**src/hdl/rxdsw_pkg.sv**
```systemverilog
// Contract
// - owner bit set means DMA owns descriptor
// - clear owner bit at frame end or full
// - set bit 30 on address filter fail
// - length valid only on last, no error (code zeroes length on last only when descErr and ovfErr are both set)
// - add two status bytes under type-1 offload (code does not add them for control frames, ctrlFrame set)
// - error summary ORs CRC, receive, watchdog errors
package rxdsw_pkg;
   localparam int          OWN_BIT      = 31;
   localparam int          AFAIL_BIT    = 30;
   localparam int          LEN_HI       = 29;
   localparam int          LEN_LO       = 16;
   localparam int          LEN_W        = 14;
   localparam int          ESUM_BIT     = 15;
   localparam int          DESCERR_BIT  = 14;
   localparam int          OVF_BIT      = 11;
   localparam int          LAST_BIT     = 8;
   localparam int          FIRST_BIT    = 9;
   localparam int          WDOG_BIT     = 4;
   localparam int          RXERR_BIT    = 3;
   localparam int          CRC_BIT      = 1;
   localparam logic [13:0] CSUM_BYTES   = 14'h0002;
   localparam logic [31:0] ADDR_CTRL    = 32'h0000_0000;
   localparam logic [31:0] ADDR_STATUS  = 32'h0000_0004;
   localparam logic [31:0] ADDR_WORD    = 32'h0000_0008;
   localparam logic [31:0] CTRL_RESET   = 32'h0000_0000;
   localparam int          CTRL_CSUM    = 0;
endpackage

```
**src/hdl/rxdsw_wb_if.sv**
```systemverilog
`timescale 1ns/1ns
`default_nettype none
interface rxdsw_wb_if;
   logic        start;
   logic        lastDesc;
   logic        daFail;
   logic        crcErr;
   logic        rxErr;
   logic        wdogErr;
   logic        descErr;
   logic        ovfErr;
   logic        ctrlFrame;
   logic        csumType1;
   logic [13:0] byteCount;
   logic [31:0] word;
   modport src (output start, lastDesc, daFail, crcErr, rxErr, wdogErr, descErr, ovfErr,
                ctrlFrame, csumType1, byteCount, input word);
   modport fmt (input start, lastDesc, daFail, crcErr, rxErr, wdogErr, descErr, ovfErr,
                ctrlFrame, csumType1, byteCount, output word);
endinterface
`default_nettype wire

```
**src/hdl/rxdsw_word_fmt.sv**
```systemverilog
`timescale 1ns/1ns
`default_nettype none
module rxdsw_word_fmt
   import rxdsw_pkg::*;
(
   input  wire logic clk,
   input  wire logic sys_rst,
   rxdsw_wb_if.fmt   wb
);
   wire logic        errSum;
   wire logic        lenOk;
   wire logic [13:0] lenAdj;
   logic      [31:0] next_word;
   logic      [31:0] wordQ;

   assign errSum = wb.crcErr | wb.rxErr | wb.wdogErr;
   assign lenOk  = wb.lastDesc & ~(wb.descErr & wb.ovfErr);
   // length is left zero unless last descriptor without both descErr and ovfErr set, so only then is a count written
   assign lenAdj = (wb.csumType1 & ~wb.ctrlFrame) ? wb.byteCount + CSUM_BYTES
                                                  : wb.byteCount;
   always_comb begin
      next_word              = 32'h0000_0000;
      next_word[OWN_BIT]     = 1'b0;
      next_word[AFAIL_BIT]   = wb.daFail;
      next_word[LEN_HI:LEN_LO] = lenOk ? lenAdj : 14'h0000;
      next_word[ESUM_BIT]    = errSum;
      next_word[DESCERR_BIT] = wb.descErr;
      next_word[OVF_BIT]     = wb.ovfErr;
      next_word[LAST_BIT]    = wb.lastDesc;
      next_word[WDOG_BIT]    = wb.wdogErr;
      next_word[RXERR_BIT]   = wb.rxErr;
      next_word[CRC_BIT]     = wb.crcErr;
   end
   always_ff @(posedge clk) begin
      if (sys_rst)
         wordQ <= {1'b1, 31'h0000_0000};
      else if (wb.start)
         wordQ <= next_word;
   end
   assign wb.word = wordQ;
endmodule
`default_nettype wire

```
**src/hdl/rxdsw_top.sv**
```systemverilog
// Register access over AHB-Lite and the register offsets were chosen for this implementation.
`timescale 1ns/1ns
`default_nettype none
module rxdsw_top
   import rxdsw_pkg::*;
(
   input  wire logic        clk,
   input  wire logic        sys_rst,
   input  wire logic        hsel,
   input  wire logic [31:0] haddr,
   input  wire logic [1:0]  htrans,
   input  wire logic        hwrite,
   input  wire logic [2:0]  hsize,
   input  wire logic [31:0] hwdata,
   input  wire logic        hready,
   output logic             hreadyout,
   output logic             hresp,
   output logic [31:0]      hrdata,
   input  wire logic        frameDone,
   input  wire logic        bufFull,
   input  wire logic        lastDesc,
   input  wire logic        daFail,
   input  wire logic        crcErr,
   input  wire logic        rxErr,
   input  wire logic        wdogErr,
   input  wire logic        descErr,
   input  wire logic        ovfErr,
   input  wire logic        ctrlFrame,
   input  wire logic [13:0] byteCount,
   output logic             wbValid,
   output logic [31:0]      rx_desc_status_word
);
   ////////////////////////////////////////////////////////////////
   rxdsw_wb_if wbi ();
   logic        ctrlReg;
   logic        wbPulse;
   logic        apWrite;
   logic [31:0] apAddr;
   wire logic   apTake;
   wire logic   closeEvt;

   // descriptor handed back on completion or when its buffers fill
   assign closeEvt        = frameDone | bufFull;
   assign wbi.start       = closeEvt;
   assign wbi.lastDesc    = lastDesc;
   assign wbi.daFail      = daFail;
   assign wbi.crcErr      = crcErr;
   assign wbi.rxErr       = rxErr;
   assign wbi.wdogErr     = wdogErr;
   assign wbi.descErr     = descErr;
   assign wbi.ovfErr      = ovfErr;
   assign wbi.ctrlFrame   = ctrlFrame;
   assign wbi.csumType1   = ctrlReg;
   assign wbi.byteCount   = byteCount;

   rxdsw_word_fmt u_fmt (
      .clk     (clk),
      .sys_rst (sys_rst),
      .wb      (wbi.fmt)
   );
   assign rx_desc_status_word = wbi.word;

   always_ff @(posedge clk) begin
      if (sys_rst)
         wbPulse <= 1'b0;
      else
         wbPulse <= closeEvt;
   end
   assign wbValid = wbPulse;

   ////////////////////////////////////////////////////////////////
   // zero-wait slave; always OKAY
   assign apTake    = hsel & hready & htrans[1];
   assign hreadyout = 1'b1;
   assign hresp     = 1'b0;

   always_ff @(posedge clk) begin
      if (sys_rst) begin
         apWrite <= 1'b0;
         apAddr  <= 32'h0000_0000;
      end else if (hready) begin
         apWrite <= apTake & hwrite;
         apAddr  <= apTake ? haddr : 32'hffff_ffff;
      end
   end

   always_ff @(posedge clk) begin
      if (sys_rst)
         ctrlReg <= CTRL_RESET[CTRL_CSUM];
      else if (apWrite && apAddr == ADDR_CTRL)
         ctrlReg <= hwdata[CTRL_CSUM];
   end

   // owner bit in the status view reflects hand-back to host
   always_comb begin
      hrdata = 32'h0000_0000;
      if (apAddr == ADDR_CTRL)
         hrdata[CTRL_CSUM] = ctrlReg;
      else if (apAddr == ADDR_STATUS)
         hrdata[0] = ~rx_desc_status_word[OWN_BIT];
      else if (apAddr == ADDR_WORD)
         hrdata = rx_desc_status_word;
   end

   ////////////////////////////////////////////////////////////////
   a_owner_cleared: assert property (@(posedge clk) disable iff (sys_rst)
      closeEvt |=> !rx_desc_status_word[OWN_BIT])
      else $error("owner bit not cleared after close");
   a_filter_fail: assert property (@(posedge clk) disable iff (sys_rst)
      closeEvt |=> rx_desc_status_word[AFAIL_BIT] == $past(daFail))
      else $error("filter fail bit mismatch");
   a_len_invalid: assert property (@(posedge clk) disable iff (sys_rst)
      (closeEvt && !lastDesc) |=> rx_desc_status_word[LEN_HI:LEN_LO] == 14'h0000)
      else $error("length written without last descriptor");
   a_len_csum: assert property (@(posedge clk) disable iff (sys_rst)
      (closeEvt && lastDesc && !descErr && ctrlReg && !ctrlFrame)
      |=> rx_desc_status_word[LEN_HI:LEN_LO] == $past(byteCount) + CSUM_BYTES)
      else $error("length missing checksum bytes");
   a_err_summary: assert property (@(posedge clk) disable iff (sys_rst)
      wbValid |-> rx_desc_status_word[ESUM_BIT] ==
         (rx_desc_status_word[CRC_BIT] | rx_desc_status_word[RXERR_BIT]
          | rx_desc_status_word[WDOG_BIT]))
      else $error("error summary mismatch");
   a_owner_status: assert property (@(posedge clk) disable iff (sys_rst)
      wbValid |-> ##1 (!$stable(rx_desc_status_word) || !rx_desc_status_word[OWN_BIT]))
      else $error("owner held after write-back");
endmodule
`default_nettype wire

```
**config.mk**
```make
export PLATFORM = sky130hd
export DESIGN_NAME = rxdsw_top
export DESIGN_NICKNAME = d
export VERILOG_FILES = /design/src/hdl/rxdsw_pkg.sv /design/src/hdl/rxdsw_wb_if.sv /design/src/hdl/rxdsw_word_fmt.sv /design/src/hdl/rxdsw_top.sv
export SDC_FILE = /design/constraint.sdc
export NUM_CORES = 1
export LEC_CHECK = 0
export ABC_AREA = 1
export BUFFER_PORTS_ARGS = -buffer_cell sky130_fd_sc_hd__clkbuf_2
export CELL_PAD_IN_SITES_DETAIL_PLACEMENT = 1
export CELL_PAD_IN_SITES_GLOBAL_PLACEMENT = 2
export CORE_MARGIN = 2
export CORE_UTILIZATION = 22
export DETAILED_ROUTE_END_ITERATION = 16
export PLACE_DENSITY_LB_ADDON = 0.15
export SKIP_LAST_GASP = 1
export SLEW_MARGIN = 5
export SYNTH_ARGS = -nofsm -noshare
export SYNTH_HDL_FRONTEND = slang
export SYNTH_HIERARCHICAL = 1
export SYNTH_SLANG_ARGS = --single-unit
```
**constraint.sdc**
```tcl
create_clock -name clk -period 1.8 [get_ports clk]
set_input_delay 0.27 -clock clk [delete_from_list [all_inputs] [get_ports clk]]
set_output_delay 0.27 -clock clk [all_outputs]
set_load 0.005 [all_outputs]
```
==> flow_summary.ini, run 1 <==
[drt]
vias_per_cell = 4.344
postRouteWirelength_um = 9941
first_pass_iters = 4
wl_per_cell_um = 13.83
vias = 3123
drc = 0
ant_nets = 0
drt-initial-drc-count = 106

[final_layout]
final_area_sq_um = 4140
fin_nets = 637
area_delta_synth_final_pct = 36.40
layout-drive-gt1-share_pct = 33.89
antenna_cells = 0
fin_util_pct = 31.02

[worst_setup_path]
path_cells = nor2_1 -> nand2_2 -> nor2_2 -> nand2_2 -> nor2_4 -> buf_12 -> clkinv_8 -> and3_2 -> clkbuf_2
slowest_stage = dfxtp_1
cp-start-kind = flop
critical_path_class = reg -> out
endpoint_kind = output pin
required_ns = 1.53
cpMostUsedCell = nand2_2
arrival_ns = 1.70
max_stage_delay_ns = 0.30
cp_max_fo = 8

[worst_hold_path]
hold_path.class = in -> reg

[synthesis]
ys_seq_elements = 58
synth_cells = 429
yosysWarningCount = 6
syn_area_sq_um = 3035
avgSynthCellArea_sq_um = 7.076
yosysSeqAreaShare_pct = 38.25
synth_cell_types = 36

[cts]
tritoncts = yes
cts_hold_buf = 0
cts_sinks = 58
cts_inserted_buffers = 9
htree_levels = 3
cts_root_buffer = clkbuf_16
path_clk_slew_ns = 0.05
clockBufferDepth = 2
clk_latency_ns = 0.33

[placement]
port_buffers = 110
place_congestion = 0.7442
dpl.hpwl_um = 7014
dp_slack_ns = 0.06613
postPlaceCellArea_sq_um = 3694

[timing]
timing.fmax_mhz = 506.8
skew_ns = 0.006214
fin_tns_setup_ns = -3.477
fin_crit_ns = 1.973
fin_ws_ns = -0.1731
rsz0062_at_grt = true
final-max-slew-violation-count = 0
timing.final.crit_share_pct = 109.6
finalSetupViolCount = 24
finalHoldViolations = 0

[power_and_ir_drop]
ir_drop_mv = 0.2444
p_total_uw = 3688
p_per_area_nw_per_um2 = 890.8
leakage_uw = 0.002008

[die]
die_w_um = 121.5
die_area_sq_um = 14750
num_io_pins = 165
std_cell_rows = 42
start_util_pct = 22.74
die_h_um = 121.5
coreArea_sq_um = 13350

[grt]
antenna_found_initial = 0
grt_pass1_wl_um = 15370
first_global_vias = 3167
overflow = 0
grt_max_degree = 34
grt_usage_pct = 13.43

[status]
violations = setup timing
status = complete, but fails checks

[job]
maxCapViolCount = 0
cells in the mapped netlist (all sizes together):
library cell,number,area [sq um]
and2,1,6.260
nand3b,1,7.510
a21o,1,8.760
nor2,78,355.3
a211oi,3,22.52
ha,1,12.51
o21bai,1,11.26
nand2,67,264.0
clkbuf,10,37.54
a31oi,1,6.260
xor2,1,8.760
conb,3,11.26
inv,31,116.4
nor3,1,5.000
and3,32,201.5
nand3,15,80.08
buf,25,185.2
xnor2,2,17.52
a221oi,2,17.52
dfxtp,58,1161
or2,1,6.260
nand4,6,37.54
a21oi,49,256.5
o21ai,39,198.9
timing repair:
action                                  4_1_cts  5_1_grt
pin swaps                                     0        7
resized for setup                             2       23
setup buffers                                 0        4
gates cloned                                  0        2
endpoints found under the setup margin       24       24
flip-flops by register name (all words and copies together), names as in the netlist:
register	cells
apAddr	32
u_fmt/wb.word	23
apWrite	1
ctrlReg	1
wbValid	1
area by class of cell:
cell class	instances	area (sq um)
repair inverters	2	17.52
multi-input cells	313	1603
clock inverters	4	75.07
fillers	1693	9208
repair buffers	123	680.7
well taps	176	220.2
flip-flops and latches	58	1169
clock buffers	12	246.5
inverters	31	128.9
final timing paths:
check	end	startpoint	slack, ns	depth (start not counted)
worst max-delay path	hrdata[31]	apAddr[4]$_SDFFE_PP0P_	-0.17	9
worst min-delay path	apWrite$_SDFFE_PP0P_	hwrite	0.18	3
worst max register to register	ctrlReg$_SDFFE_PP0P_	apAddr[4]$_SDFFE_PP0P_	0.30	11
worst min register to register	u_fmt/wb.word[28]$_SDFFE_PP0P_	u_fmt/wb.word[28]$_SDFFE_PP0P_	0.48	2
kinds of logic after synthesis:
family          after synthesis  share of synthesized area [%]
compound gates               96                          17.19
xor+xnor                      3                         0.8658
fa+ha+maj                     1                         0.4121
buf+inv                      66                          11.17
flops                        58                          38.25
other cells                   3                         0.3710
simple gates                202                          31.74
layer usage:
layer	vias to the layer above	share of wire [%]	GRT usage, %	wire length (um)
li1	1606	-	-	-
met1	1412	48	17.24	4768
met2	93	44	21.00	4353
met3	12	6.5	3.430	646
met4	0	1.7	6.322	172
met5	-	0	0	0
critical path, delay by kind of cell (launching register included):
| kind | cells | cell delay [ns] |
|---|---|---|
| AND/OR/NAND/NOR | 6 | 0.75 |
| buffers and inverters | 3 | 0.31 |
| flip-flops | 1 | 0.30 |
power by group:
| group | leakage, uW | total, uW | switching [uW] | internal, uW |
|---|---|---|---|---|
| clock network | 0.000149 | 1860 | 613 | 1250 |
| logic | 0.00138 | 400 | 237 | 164 |
| registers | 0.000483 | 1430 | 54.3 | 1370 |
| total | 0.00201 | 3690 | 903 | 2780 |
placed cells by master, fill, tap and decap left out, types with 2 or more instances in the layout:
cell and instances:
clkbuf_2 110, nor2_1 61, nand2_1 59, dfxtp_1 52, a21oi_1 46, o21ai_0 35
and3_1 31, inv_1 26, nand3_1 13, conb_1 11, nor2_4 9, clkbuf_16 9
buf_4 9, nor2_2 8, nand2_2 8, dfxtp_2 6, nand4_1 6, inv_2 4
a211oi_1 3, o21ai_1 3, a21oi_2 3, nand3_2 2, a221oi_1 2, clkbuf_1 2
bufinv_16 2, clkinvlp_4 2, inv_6 2, buf_12 2, buf_6 2, xnor2_1 2
stage by stage:
step	instances	hold slack (ns)
detailed placement	697	0.4812
floorplan	437	0.3391
finish	719	0.1806
CTS	713	0.1593
global route	719	0.1875
global placement	697	0.4714
Note: power is estimated with default switching activity, not from simulation.
==> inputs of run 2 (changes only) <==
- CTS_BUF_LIST: default -> sky130_fd_sc_hd__clkbuf_16
==> run 2 against run 1 <==
The flow still finishes with violations (setup timing). Sequential power barely moved. Die area did not move. Sequential share of layout area rose by 0.068 points. Non-clock buffer count did not move. Global-route usage did not move. Highest routed layer unchanged. Via count rose by 0.13%. Worst setup slack barely moved. Clock power fell by 3%. Critical endpoint unchanged. Cell count did not move. Flip-flop and latch count did not move. Combinational power barely moved.
==> flow_summary.ini, run 2 (synthesis results as in run 1) <==
[timing]
finalHoldViolations = 0
rsz0062_at_grt = true
timing.fmax_mhz = 506.8
finalSetupViolCount = 24
final-max-slew-violation-count = 0
fin_ws_ns = -0.1730
fin_crit_ns = 1.973
timing.final.crit_share_pct = 109.6
skew_ns = 0.006188

[die]
start_util_pct = 22.74
num_io_pins = 165
die_h_um = 121.5
coreArea_sq_um = 13350
die_area_sq_um = 14750
std_cell_rows = 42
die_w_um = 121.5

[final_layout]
mostFrequentLayoutCell = clkbuf_2
largest_reg_flops = 32
top_register = apAddr
fin_nets = 637
fill_cells = 1695
area_delta_synth_final_pct = 36.07
antenna_cells = 0
layout-drive-gt1-share_pct = 33.70
instances_no_fill = 719
fin_util_pct = 30.94
final_area_sq_um = 4130
final_cell_mix = clkbuf_2 (110), nor2_1 (61), nand2_1 (59)

[cts]
tritoncts = yes
cts_hold_buf = 0
cts_inserted_buffers = 9
path_clk_slew_ns = 0.05
clk_latency_ns = 0.33
htree_levels = 3
cts_sinks = 58
clockBufferDepth = 2
cts_root_buffer = clkbuf_16

[worst_hold_path]
min_from = hwrite
hold_path.class = in -> reg
holdPathStages = 3
worst_hold_path.endpoint = apWrite$_SDFFE_PP0P_

[power_and_ir_drop]
p_per_area_nw_per_um2 = 879.4
p_total_uw = 3632
leakage_uw = 0.002011
ir_drop_mv = 0.2447

[worst_setup_path]
max_stage_delay_ns = 0.30
cp_max_fo = 8
critical_path_class = reg -> out
r2r_end = ctrlReg$_SDFFE_PP0P_
cp-start-kind = flop
crit_family = simple AND/OR/NAND/NOR gates
critPathBufInv = 3
path_cells = nor2_1 -> nand2_2 -> nor2_2 -> nand2_2 -> nor2_4 -> buf_12 -> clkinv_8 -> and3_2 -> clkbuf_2
cpMostUsedCell = nand2_2
r2r-start = apAddr[4]$_SDFFE_PP0P_
reg2reg_depth = 11
endpoint_kind = output pin
slowest_stage = dfxtp_1
rrSetupSlack_ns = 0.30
arrival_ns = 1.70
required_ns = 1.53

[status]
status = complete, but fails checks
violations = setup timing

[drt]
postRouteWirelength_um = 9930
drt-initial-drc-count = 98
vias = 3127
drc = 0
first_pass_iters = 4
ant_nets = 0
wl_per_cell_um = 13.81
vias_per_cell = 4.349

[placement]
postPlaceCellArea_sq_um = 3694
port_buffers = 110
place_inst = 697
dpl.hpwl_um = 7014
place_congestion = 0.7442
dp_slack_ns = 0.06613

[grt]
grt_usage_pct = 13.43
antenna_found_initial = 0
overflow = 0
grt_max_degree = 34
first_global_vias = 3169
grt_pass1_wl_um = 15380

[job]
maxCapViolCount = 0
[run 2: worst max-delay path by stage]
stage                       startpoint         end  slack, ns  cells after the start
2_1_floorplan  apAddr[23]$_SDFFE_PP0P_  hrdata[11]       0.42                      8
3_3_place_gp   apAddr[18]$_SDFFE_PP0P_   hrdata[0]       0.07                     10
3_5_place_dp   apAddr[18]$_SDFFE_PP0P_   hrdata[0]       0.07                     10
4_1_cts        apAddr[18]$_SDFFE_PP0P_  hrdata[31]      -0.21                      8
5_1_grt        apAddr[23]$_SDFFE_PP0P_  hrdata[31]      -0.30                      9
6_report        apAddr[4]$_SDFFE_PP0P_  hrdata[31]      -0.17                      9
[run 2: worst reg2reg max path, stage by stage, from the launching register on]
cell	delay [ns]
dfxtp_1	0.30
nor2_1	0.14
nand2_2	0.10
nor2_2	0.12
nand2_2	0.07
nor2_4	0.15
buf_6	0.15
buf_6	0.10
buf_4	0.10
nand3b_1	0.07
nand2_1	0.06
nor2_1	0.04
[run 2: through the flow]
stage | TNS (ns) | hold slack, ns
after floorplan | 0 | 0.3391
after global placement | 0 | 0.4714
after detailed placement | 0 | 0.4812
after CTS | -4.637 | 0.1592
after global routing | -6.593 | 0.1874
final | -3.441 | 0.1820
[run 2: cell type report]
class	instances	area (sq um)	share of cell area (%)
tap	176	220.2	5.332
clock inverter	7	86.33	2.090
inverter	31	128.9	3.120
timing repair buffer	123	680.7	16.48
multi-input combinational	313	1603	38.81
clock buffer	9	225.2	5.453
timing repair inverter	2	17.52	0.4241
sequential	58	1169	28.29
[run 2: where the power goes]
| group | total [uW] | internal (uW) | switching (uW) | leakage [uW] |
|---|---|---|---|---|
| clock network | 1810 | 1190 | 611 | 0.000152 |
| logic | 400 | 164 | 237 | 0.00138 |
| registers | 1430 | 1370 | 54.4 | 0.000483 |
[run 2: layer usage]
layer / GRT usage (%) / part of all wire [%]
met5: 0 / 0
met1: 17.21 / 48
met2: 21.03 / 44
met4: 6.322 / 1.7
met3: 3.430 / 6.4
[run 2: timing repair]
item	in CTS	in global routing
gates resized for setup	2	23
endpoints found under the hold margin	0	0
setup buffers	0	4
cloned	0	2
pin swaps	0	7
setup endpoints to repair	24	24
==> inputs of run 3 (changes only) <==
- TNS_END_PERCENT: default -> 10
==> run 3 against run 2 <==
Total power down 0.47%. Critical endpoint unchanged. Largest power group unchanged. The flow still finishes with violations (setup timing). Global-route usage did not move. Combinational power decreased by 2%. First-iteration DRC count decreased by 3.1%. Die area unchanged. Via count decreased by 0.86%.
==> flow_summary.ini, run 3 (synthesis results as in run 1) <==
[drt]
wl_per_cell_um = 13.35
drc = 0
vias = 3100
ant_nets = 0
first_pass_iters = 4
drt-initial-drc-count = 95
vias_per_cell = 4.348
postRouteWirelength_um = 9516

[timing]
fin_ws_ns = -0.1465
final-max-slew-violation-count = 0
rsz0062_at_grt = true
finalSetupViolCount = 24
skew_ns = 0.006208
timing.final.crit_share_pct = 108.1
timing.fmax_mhz = 513.8
fin_crit_ns = 1.946
finalHoldViolations = 0

[final_layout]
final_area_sq_um = 4010
layout-drive-gt1-share_pct = 29.98
area_delta_synth_final_pct = 32.11
final_cell_mix = clkbuf_2 (110), nor2_1 (67), nand2_1 (62)
antenna_cells = 0
largest_reg_flops = 32
mostFrequentLayoutCell = clkbuf_2
fin_nets = 631
top_register = apAddr

[die]
die_h_um = 121.5
std_cell_rows = 42
start_util_pct = 22.74
die_area_sq_um = 14750
die_w_um = 121.5
coreArea_sq_um = 13350
num_io_pins = 165

[worst_setup_path]
cp-start-kind = flop
critPathBufInv = 2
crit_family = simple AND/OR/NAND/NOR gates
slowest_stage = dfxtp_1
endpoint_kind = output pin
max_stage_delay_ns = 0.31
path_cells = nor2_1 -> nand2_1 -> nor2_2 -> nand2_2 -> nor2_4 -> buf_12 -> and3_2 -> clkbuf_2
cp_max_fo = 32
required_ns = 1.53
arrival_ns = 1.68
critical_path_class = reg -> out

[grt]
grt_usage_pct = 13.43
first_global_vias = 3169
antenna_found_initial = 0
overflow = 0
grt_max_degree = 34
grt_pass1_wl_um = 15380

[cts]
htree_levels = 3
cts_hold_buf = 0
path_clk_slew_ns = 0.05
clk_latency_ns = 0.33
tritoncts = yes
cts_root_buffer = clkbuf_16
cts_inserted_buffers = 9
clockBufferDepth = 2
cts_sinks = 58

[placement]
postPlaceCellArea_sq_um = 3694
dp_slack_ns = 0.06613
dpl.hpwl_um = 7014
port_buffers = 110
place_congestion = 0.7442

[job]
maxCapViolCount = 0

[status]
status = complete, but fails checks
violations = setup timing

[power_and_ir_drop]
p_per_area_nw_per_um2 = 901.5
ir_drop_mv = 0.2459
leakage_uw = 0.001966

[worst_hold_path]
hold_path.class = in -> reg
run 3: timing repair:
| action | in CTS | in global routing |
|---|---|---|
| gates resized for setup | 2 | 0 |
| endpoints found under the setup margin | 24 | 24 |
| setup buffers | 0 | 0 |
run 3: routing by layer:
metal | vias up | wire length [um] | GRT usage [%]
met5 | - | 0 | 0
met4 | 0 | 172 | 6.322
met2 | 93 | 4112 | 21.03
met3 | 11 | 631 | 3.430
li1 | 1597 | - | -
met1 | 1399 | 4599 | 17.21
run 3: power breakdown:
group	total (uW)	internal, uW	switching [uW]	leakage [uW]
sequential	1420	1370	48.7	0.000482
combinational	393	159	234	0.00133
clock	1800	1190	609	0.000152
run 3: path summary, 6_finish.rpt:
check / start / to / slack, ns / cells past startpoint
setup / recovery: apAddr[18]$_SDFFE_PP0P_ / hrdata[31] / -0.15 / 8
hold / removal: hwrite / apWrite$_SDFFE_PP0P_ / 0.18 / 3
setup reg to reg: ctrlReg$_SDFFE_PP0P_ / u_fmt/wb.word[24]$_SDFFE_PP0P_ / 0.47 / 6
hold reg to reg: u_fmt/wb.word[28]$_SDFFE_PP0P_ / u_fmt/wb.word[28]$_SDFFE_PP0P_ / 0.48 / 2
run 3: tightest hold or removal path, delay by kind of cell:
family	cells	cell delay [ns]
AO/OA/AOI/OAI	1	0.05
buffers and inverters	1	0.08
AND/OR/NAND/NOR	1	0.06
run 3: final cells by class:
class                   instances  area [sq um]
clock buffers                   9         225.2
clock inverters                 7         86.33
fillers                      1699          9338
inverters                      31         121.4
multi-input cells             313          1565
flip-flops and latches         58          1161
well taps                     176         220.2
repair buffers                119         630.6
run 3: per-stage QoR:
step,utilization (%),hold WS (ns),total power (uW),TNS (ns),cells
finish,30.04,0.1829,3615,-3.064,713
global route,30.04,0.1874,3800,-7.150,713
global placement,27.67,0.4714,1835,0,697
detailed placement,27.67,0.4812,1844,0,697
CTS,30.04,0.1592,3696,-4.637,713
floorplan,-,0.3391,1671,0,437
